===== config.mk =====
export PLATFORM = sky130hd
export DESIGN_NAME = watchdog_reset_flags
export DESIGN_NICKNAME = d
export VERILOG_FILES = /design/src/hdl/wdog_pkg.sv /design/src/hdl/watchdog_reset_flags.sv
export VERILOG_INCLUDE_DIRS = /design/src /design/src/hdl
export SDC_FILE = /design/constraint.sdc
export NUM_CORES = 1
export LEC_CHECK = 0
export BUFFER_PORTS_ARGS = -buffer_cell sky130_fd_sc_hd__clkbuf_2
export CORE_ASPECT_RATIO = 1.1
export CORE_UTILIZATION = 45
export DETAILED_ROUTE_END_ITERATION = 8
export HOLD_SLACK_MARGIN = 0.12
export PLACE_DENSITY = 0.7
export SYNTH_ARGS = -nofsm -noshare
export SYNTH_HDL_FRONTEND = slang
export SYNTH_SLANG_ARGS = --single-unit

===== constraint.sdc =====
create_clock -name clock -period 2.8 [get_ports clock]
set_input_delay 0.14 -clock clock [delete_from_list [all_inputs] [get_ports clock]]
set_output_delay 0.14 -clock clock [all_outputs]
set_load 0.03 [all_outputs]

===== src/hdl/wdog_defines.svh =====
/*
 * Offsets, field positions, reset values and timing figures of the
 * watchdog and reset-cause block.
 * Assumes a 250 MHz system clock; included by bare name.
 */
`ifndef WDOG_DEFINES_SVH
`define WDOG_DEFINES_SVH

// ****************************************
// register offsets
// ****************************************
`define WD_CTRL_ADDR    8'h0A
`define WD_FLAGS_ADDR   8'h09

// ****************************************
// field positions
// ****************************************
`define WD_EN_BIT       7
`define WD_TRIP_BIT     6
`define WD_FAULT_BIT    7
`define WD_POR_BIT      6
`define WD_BACKUP_BIT   5
`define WD_KEY          4'hA
`define WD_CTRL_RST     8'h00

// ****************************************
// timing
// ****************************************
`define WD_CLK_MHZ      250
`define WD_STEP_MS      100
`define WD_PULSE_MS     100
`define WD_STEP_CYC     (`WD_STEP_MS * 1000 * `WD_CLK_MHZ)
`define WD_PULSE_CYC    (`WD_PULSE_MS * 1000 * `WD_CLK_MHZ)

`endif


===== src/hdl/wdog_pkg.sv =====
/*
 * Types shared by the watchdog block and its bench.
 * Assumes nothing beyond a SystemVerilog compiler.
 */
package wdog_pkg;

  typedef struct packed {
    logic       enable;
    logic       trip_point_select;
    logic       rsvd;
    logic [4:0] timeout_select;
  } ctrl_t;

  typedef struct packed {
    logic       wr;
    logic       rd;
    logic [7:0] addr;
    logic [7:0] wdata;
  } reg_req_t;

  typedef enum logic [0:0] {
    PULSE_IDLE = 1'b0,
    PULSE_HOLD = 1'b1
  } pulse_state_t;

endpackage


===== src/hdl/watchdog_reset_flags.sv =====
/*
 * Watchdog timer with reset-cause flags and supply trip select.
 * Assumes a byte register port driven by the serial slave on the same
 * clock; supply, manual reset and backup level arrive from pins.
 */
// Summary of operation
// - enabled timeout drives reset output low
// - disabled: timer runs, sets flag, no reset
// - 5-bit select, 100 ms steps, 0 invalid
// - new select loaded only at restart
// - control bit picks 3.9V or 4.4V trip
// - key 1010b in low nibble restarts timer
// - upper nibble ignored for restart decision
// - other low nibble leaves timer alone
// - timeout sets sticky watchdog fault flag
// - supply or manual reset sets por flag
// - por flag holds until software clears
// - fault and por flags independent
// - low backup at power-up sets flag
// - flags hw set, sw clear; key write-only
`timescale 1ns/1ps
`include "wdog_defines.svh"

module watchdog_reset_flags
  import wdog_pkg::*;
#(
  parameter int TICK_CYCLES  = `WD_STEP_CYC,
  parameter int PULSE_CYCLES = `WD_PULSE_CYC
) (
  // clock and reset
  input  wire logic     clock,
  input  wire logic     sys_rst,
  // register port
  input  wire reg_req_t reg_req,
  output logic [7:0]    reg_rdata,
  // pins
  input  wire logic     supply_low,
  input  wire logic     manual_rst_n,
  input  wire logic     backup_supply_low,
  output logic          rst_out_n,
  output logic          trip_point_select
);

  localparam int PW = $clog2(TICK_CYCLES + 1);
  localparam int QW = $clog2(PULSE_CYCLES + 1);

  // ****************************************
  // pin synchronisers
  // ****************************************
  logic [1:0] sup_q;
  logic [1:0] man_q;
  logic [1:0] bak_q;
  logic       sup_s;
  logic       man_s;
  logic       bak_s;

  always_ff @(posedge clock or posedge sys_rst) begin
    if (sys_rst) begin
      sup_q <= 2'h0;
      man_q <= 2'h3;
      bak_q <= 2'h0;
    end else begin
      sup_q <= {sup_q[0], supply_low};
      man_q <= {man_q[0], manual_rst_n};
      bak_q <= {bak_q[0], backup_supply_low};
    end
  end

  assign sup_s = sup_q[1];
  assign man_s = !man_q[1];
  assign bak_s = bak_q[1];

  // ****************************************
  // register decode
  // ****************************************
  ctrl_t ctrl_r;
  logic  wr_ctrl;
  logic  wr_flags;
  logic  restart;

  assign wr_ctrl  = reg_req.wr && reg_req.addr == `WD_CTRL_ADDR;
  assign wr_flags = reg_req.wr && reg_req.addr == `WD_FLAGS_ADDR;
  // only the low nibble is compared
  assign restart  = wr_flags && reg_req.wdata[3:0] == `WD_KEY;

  always_ff @(posedge clock or posedge sys_rst) begin
    if (sys_rst) begin
      ctrl_r <= ctrl_t'(`WD_CTRL_RST);
    end else if (wr_ctrl) begin
      ctrl_r      <= ctrl_t'(reg_req.wdata);
      ctrl_r.rsvd <= 1'b0;
    end
  end

  always_ff @(posedge clock or posedge sys_rst) begin
    if (sys_rst) begin
      trip_point_select <= 1'b0;
    end else begin
      trip_point_select <= ctrl_r.trip_point_select;
    end
  end

  // ****************************************
  // timebase and timeout counter
  // ****************************************
  logic [PW-1:0] pre_r;
  logic [4:0]    tick_cnt_r;
  logic [4:0]    act_sel_r;
  logic          tick;
  logic          expire;

  assign tick   = pre_r == PW'(TICK_CYCLES - 1);
  // code zero never expires, so an unset select cannot fault
  assign expire = tick && act_sel_r != 5'h00 &&
                  tick_cnt_r == act_sel_r - 5'h01;

  always_ff @(posedge clock or posedge sys_rst) begin
    if (sys_rst) begin
      pre_r <= '0;
    end else if (restart || tick) begin
      pre_r <= '0;
    end else begin
      pre_r <= pre_r + PW'(1);
    end
  end

  // free-running: wraps at expiry whatever the enable says
  always_ff @(posedge clock or posedge sys_rst) begin
    if (sys_rst) begin
      tick_cnt_r <= 5'h00;
    end else if (restart || expire) begin
      tick_cnt_r <= 5'h00;
    end else if (tick) begin
      tick_cnt_r <= tick_cnt_r + 5'h01;
    end
  end

  always_ff @(posedge clock or posedge sys_rst) begin
    if (sys_rst) begin
      act_sel_r <= 5'h00;
    end else if (restart) begin
      act_sel_r <= ctrl_r.timeout_select;
    end
  end

  // ****************************************
  // watchdog reset pulse
  // ****************************************
  pulse_state_t  pst_r;
  logic [QW-1:0] pcnt_r;

  always_ff @(posedge clock or posedge sys_rst) begin
    if (sys_rst) begin
      pst_r  <= PULSE_IDLE;
      pcnt_r <= '0;
    end else begin
      case (pst_r)
        PULSE_IDLE: begin
          if (expire && ctrl_r.enable) begin
            pst_r  <= PULSE_HOLD;
            pcnt_r <= '0;
          end
        end
        PULSE_HOLD: begin
          if (pcnt_r == QW'(PULSE_CYCLES - 1)) begin
            pst_r <= PULSE_IDLE;
          end
          pcnt_r <= pcnt_r + QW'(1);
        end
        default: begin
          pst_r <= PULSE_IDLE;
        end
      endcase
    end
  end

  always_ff @(posedge clock or posedge sys_rst) begin
    if (sys_rst) begin
      rst_out_n <= 1'b0;
    end else begin
      rst_out_n <= !(sup_s || man_s || pst_r == PULSE_HOLD);
    end
  end

  // ****************************************
  // reset-cause flags
  // ****************************************
  logic       fault_r;
  logic       por_r;
  logic       backup_low_r;
  logic [1:0] backup_age_r;
  logic       clr_fault;
  logic       clr_por;
  logic       clr_backup;

  // writing zero clears; writing one leaves the flag as is
  assign clr_fault  = wr_flags && !reg_req.wdata[`WD_FAULT_BIT];
  assign clr_por    = wr_flags && !reg_req.wdata[`WD_POR_BIT];
  assign clr_backup = wr_flags && !reg_req.wdata[`WD_BACKUP_BIT];

  // set beats a clear landing in the same cycle
  always_ff @(posedge clock or posedge sys_rst) begin
    if (sys_rst) begin
      fault_r <= 1'b0;
    end else if (expire) begin
      fault_r <= 1'b1;
    end else if (clr_fault) begin
      fault_r <= 1'b0;
    end
  end

  always_ff @(posedge clock or posedge sys_rst) begin
    if (sys_rst) begin
      por_r <= 1'b0;
    end else if (sup_s || man_s) begin
      por_r <= 1'b1;
    end else if (clr_por) begin
      por_r <= 1'b0;
    end
  end

  // backup level is judged once, after the synchroniser has filled
  always_ff @(posedge clock or posedge sys_rst) begin
    if (sys_rst) begin
      backup_age_r <= 2'h0;
      backup_low_r <= 1'b0;
    end else begin
      if (backup_age_r != 2'h3) begin
        backup_age_r <= backup_age_r + 2'h1;
      end
      // third edge: first one at which the synchroniser holds the pin
      if (backup_age_r == 2'h2 && bak_s) begin
        backup_low_r <= 1'b1;
      end else if (clr_backup) begin
        backup_low_r <= 1'b0;
      end
    end
  end

  // ****************************************
  // read data
  // ****************************************
  always_ff @(posedge clock or posedge sys_rst) begin
    if (sys_rst) begin
      reg_rdata <= 8'h00;
    end else if (reg_req.rd) begin
      case (reg_req.addr)
        `WD_CTRL_ADDR:  reg_rdata <= ctrl_r;
        `WD_FLAGS_ADDR: reg_rdata <= {fault_r, por_r, backup_low_r, 5'h00};
        default:        reg_rdata <= 8'h00;
      endcase
    end
  end
endmodule // watchdog_reset_flags


## After elaboration in Yosys (flattened, before gate mapping)

Index checks and enable logic that the tools add are counted.

- Bits in registers: 89
- Input bits: 23
- Output and inout port bits: 10
- Word-level logic and storage cells: 72

- Add/sub/neg operators: 5
- Equal/unequal tests: 9
- Mux-type cells: 15
- Bitwise operators: 1
- Reduce and logical (&&, ||, !) cells: 24

Operator list:

| kind | count |
|---|---|
| $add 25x1->25 const B | 2 |
| $eq 25x25->1 const B | 2 |
| $mux 25 | 2 |
| $pmux 25 s2 | 1 |
| $eq 8x4->1 const B | 2 |
| $pmux 8 s2 | 1 |
| $logic_and 1x1->1 | 10 |
| $mux 5 | 2 |
| $mux 1 | 8 |
| $reduce_bool 2->1 | 4 |
| $add 5x1->5 const B | 1 |
| $eq 5x5->1 | 1 |
| $logic_not 1->1 | 5 |
| $reduce_bool 5->1 | 1 |
| $sub 5x1->5 const B | 1 |
| $eq 4x4->1 const B | 1 |
| $logic_or 1x1->1 | 4 |
| $ne 2x2->1 const B | 2 |
| $add 2x1->2 const B | 1 |
| $eq 2x2->1 const B | 1 |
| $pmux 1 s2 | 1 |
| $not 1->1 | 1 |

## Depth between registers and ports, before layout

- Word-level depth: 6
- Gate-level depth with buffers: 8
- Depth with buffers taken out: 7

## Least setup slack after synthesis

No wires, ideal clock.

- Kind: register -> register
- Start point: register pre_r[0]
- End point: register pcnt_r[19]
- Library setup time: 121 ps
- Data arrival time: 1901 ps
- Data required time: 2679 ps
- Path slack: 778 ps
- Stages on the path, launching flop included: 9
- Buffers on the path: 2
- Clock period less this slack: 2022 ps
- Cells stage by stage: dfrtp_1 ha_1 and4_1 nand2_1 or3_1 buf_6 nor4_4 buf_6 o21ai_2

- Longest elaborated chain between the ends: 5

RTL lines:

| what | RTL line | text |
|---|---|---|
| start: declaration | watchdog_reset_flags.sv:106 | `logic [PW-1:0] pre_r;` |
| start signal: assignment | watchdog_reset_flags.sv:123 | `pre_r <= pre_r + PW'(1);` |
| $eq 25x25->1 | watchdog_reset_flags.sv:112 | `assign tick = pre_r == PW'(TICK_CYCLES - 1);` |
| $logic_and 1x1->1 (2 in a row) | watchdog_reset_flags.sv:114 | `assign expire = tick && act_sel_r != 5'h00 &&` |
| $logic_and 1x1->1 | watchdog_reset_flags.sv:159 | `if (expire && ctrl_r.enable) begin` |
| $ne 2x2->1 (no source line) | n/a |  |
| end signal: assignment | watchdog_reset_flags.sv:168 | `pcnt_r <= pcnt_r + QW'(1);` |
| end: declaration | watchdog_reset_flags.sv:150 | `logic [QW-1:0] pcnt_r;` |

Every way passes these cells.
A chain may end at the register's enable or synchronous reset.

## Worst setup path after layout

- Start point: register pre_r[0]
- End point: register pcnt_r[17]

Same word-level chain as after synthesis.

==> run metrics <==
Detailed Route WL=8515 um; diode count=0; total die area=roughly 10000 um^2; Slew HR=0.5482; biggest area consumer among synthesized cells=dfrtp_1; IO Pins=33; crit-path leading delay family=simple AND/OR/NAND/NOR gates; layout cells sized above 1=0.1870; final core utilization=0.5340; Startpoint Class=flop; VDD IR-drop max=approximately 0.21 mV; pwr dens=527.3 nW/um^2; Clk Tree Root Cell=clkbuf_8; Clock Power Share=0.411; Clock Path Buffers=2; crit-path max cell delay=590 ps; global route total overflow=0; CTS tree=done; area grow syn2layout=15.03%; Tcrit/Tclk final=0.8572; worst endpoint data arrival time=2640 ps; Avg WL per Cell=approximately 14 um; antenna-violating nets left=0; Post-synth ARST share=1.000; most frequent cell after synthesis=dfrtp_1; switching share of power=0.2404; fin nets=516; Seq pwr share=0.530; cell area after synthesis=4363 um^2; Post-Syn Nets=between 400 and 500; Total Power=0.002646 W; number of gates resized after cts=0; 1st-iter DRT viols=around 160; vias per cell=5.478; via count=3336; Max Cap Viol=0; dpl ws=415.5 ps; clock-pin slew on the worst setup and hold paths=90 ps; share of total power in combinational logic=0.059; Finish-stage setup viols=0; DRC=0; Cell Int Power=a little over 0.002 W; status=complete, no violations; WP data required=just over 3000 ps; drt first pass iters=4; setup TNS=0 ps; synthesized flop and latch total=89; CP Class=reg -> reg; initial core utilization=0.4643; Core Area=9398 um^2; Synth cell types=51; I/O Buffers=32; Primary FF master, synth=dfrtp_1; Post-CTS Setup Inserts=0; htree depth=3; RSZ-0062 raised after global routing=no; dpl hpwl=5881 um; Synth top area share=0.4990; clock skew=15.25 ps; Hold Path Class=in -> reg; FP Rows=37; die height=between 100 and 150 um; Leak=2.156 nW; Post-Synthesis Cells=roughly 440; largest net degree at the start of global routing=90; CTS sink cnt=89; final hold vios=0; Final Slew Violations=0; yosys warns=0; CP Max Fanout=7; sequential element share of the synthesized area=0.5110; Max Freq=416.6 MHz; Final WS setup=399.8 ps; hold_buf cts=12; Setup crit end kind=flop; cell breakdown of the critical path=ha_1 > and4_1 > nand2_1 > nor4_1 > nor4b_4 > o21ai_0; total global-route track usage=0.1833; commonest cells in the netlist=87 x dfrtp_1, 54 x nor2_1, 43 x nand2_1; Worst path slowest cell=nor4_1; GPL Wtd Cong=0.7762; number of global-route vias before repair=~3300; die extent in x=~96 um; initial antenna violation count=0; Slew @ Worst Pin=671.5 ps; mean post-synth cell area=9.961 um^2; Buf/Inv on CP=0; CTS Buf Count=9; first-pass GRT wire length=approximately 14000 um; crit path time final=between 2000 and 2500 ps; top cells by area, synth=dfrtp_1 50%, nor2_1 4.6%, xnor2_1 3.8%; Post-synth EDFFs=0; net switching power=roughly 0.00064 W; Clk Latency, worst-skew pair=370 ps
[power by group through the flow]
stage	Sequential, W	Combinational (W)	Clock (W)
floorplan	0.00141	0.000112	0
global placement	0.00142	0.000139	0
detailed placement	0.00143	0.000146	0
CTS	0.00140	0.000160	0.00111
global route	0.00141	0.000179	0.00117
finish	0.00140	0.000156	0.00109
[logic make-up (layout without fill, tap and decap cells)]
kind of cell	after synthesis	count (layout)	share of synthesized area
DFF	89	89	0.5110
AOI/OAI and AO/OA	53	53	0.07428
buffers and inverters	29	83	0.03154
muxes	13	13	0.03327
xor gates and xnor gates	37	37	0.07428
and+or+nand+nor	211	211	0.2584
adders and majority gates	6	6	0.01721
[worst paths after layout]
check / startpoint / end / slack, ps / cells after the start
worst min-delay path: reg_req[16] / reg_rdata[7] / 150 / 2
min in group asynchronous: sys_rst / pre_r[15] / 370 / 4
worst max register to register: pre_r[0] / pcnt_r[17] / 400 / 6
worst min register to register: man_q[0] / man_q[1] / 360 / 0
max in group asynchronous: sys_rst / pre_r[9] / 2020 / 4
worst max-delay path: pre_r[0] / pcnt_r[17] / 400 / 6
[cell usage in the layout (no fill, tap or decap), types with 4 or more instances in the layout]
cell,synthesis,layout
xor2_1,18,18
o211ai_1,7,7
dfrtp_1,87,87
buf_4,0,4
dlygate4sd3_1,0,12
a21oi_1,5,5
o21ai_0,26,26
clkbuf_8,0,9
ha_1,6,6
or2_2,12,12
and4_1,4,4
mux2_2,12,12
nand3_1,30,30
nor3_1,8,8
nand4_1,16,16
clkbuf_2,0,32
and3_1,4,4
inv_1,18,17
o21ai_2,4,4
nor2_1,54,54
nand2_1,43,43
xnor2_1,19,19
nand4b_1,4,4
nor4_1,10,10
[flip-flops by register name (all words and copies together), names as in the netlist]
name and count:
act_sel_r 5, backup_age_r 2, backup_low_r 1, bak_q 2
ctrl_r 7, fault_r 1, man_q 2, pcnt_r 25
por_r 1, pre_r 25, pst_r 1, reg_rdata 8
rst_out_n 1, sup_q 2, tick_cnt_r 5, trip_point_select 1
[final cells by class]
| cell class | instances | area [um^2] |
|---|---|---|
| Clock buffer | 9 | 123.9 |
| Clock inverter | 7 | 123.9 |
| Fill cell | 824 | 4379 |
| Inverter | 18 | 68.82 |
| Multi-Input combinational cell | 320 | 1996 |
| Sequential cell | 89 | 2230 |
| Tap cell | 117 | 146.4 |
| Timing Repair Buffer | 49 | 330.3 |
[stage by stage]
step / instance area, um^2 / hold slack, ps / std cells
floorplan: 4363 / 144.5 / 438
global placement: 4651 / 229.6 / 581
detailed placement: 4651 / 231.7 / 581
CTS: 5019 / 141.7 / 609
global route: 5019 / 161.3 / 609
finish: 5019 / 154.4 / 609
[per-layer routing]
metal | share of wire | vias to the layer above | GRT usage
met4 | 0.024 | 0 | 0.09488
met2 | 0.51 | 65 | 0.3158
met1 | 0.44 | 1626 | 0.2149
met3 | 0.028 | 17 | 0.03102
li1 | - | 1628 | -
met5 | 0 | - | 0
Note: power is estimated with default switching activity, not from simulation.
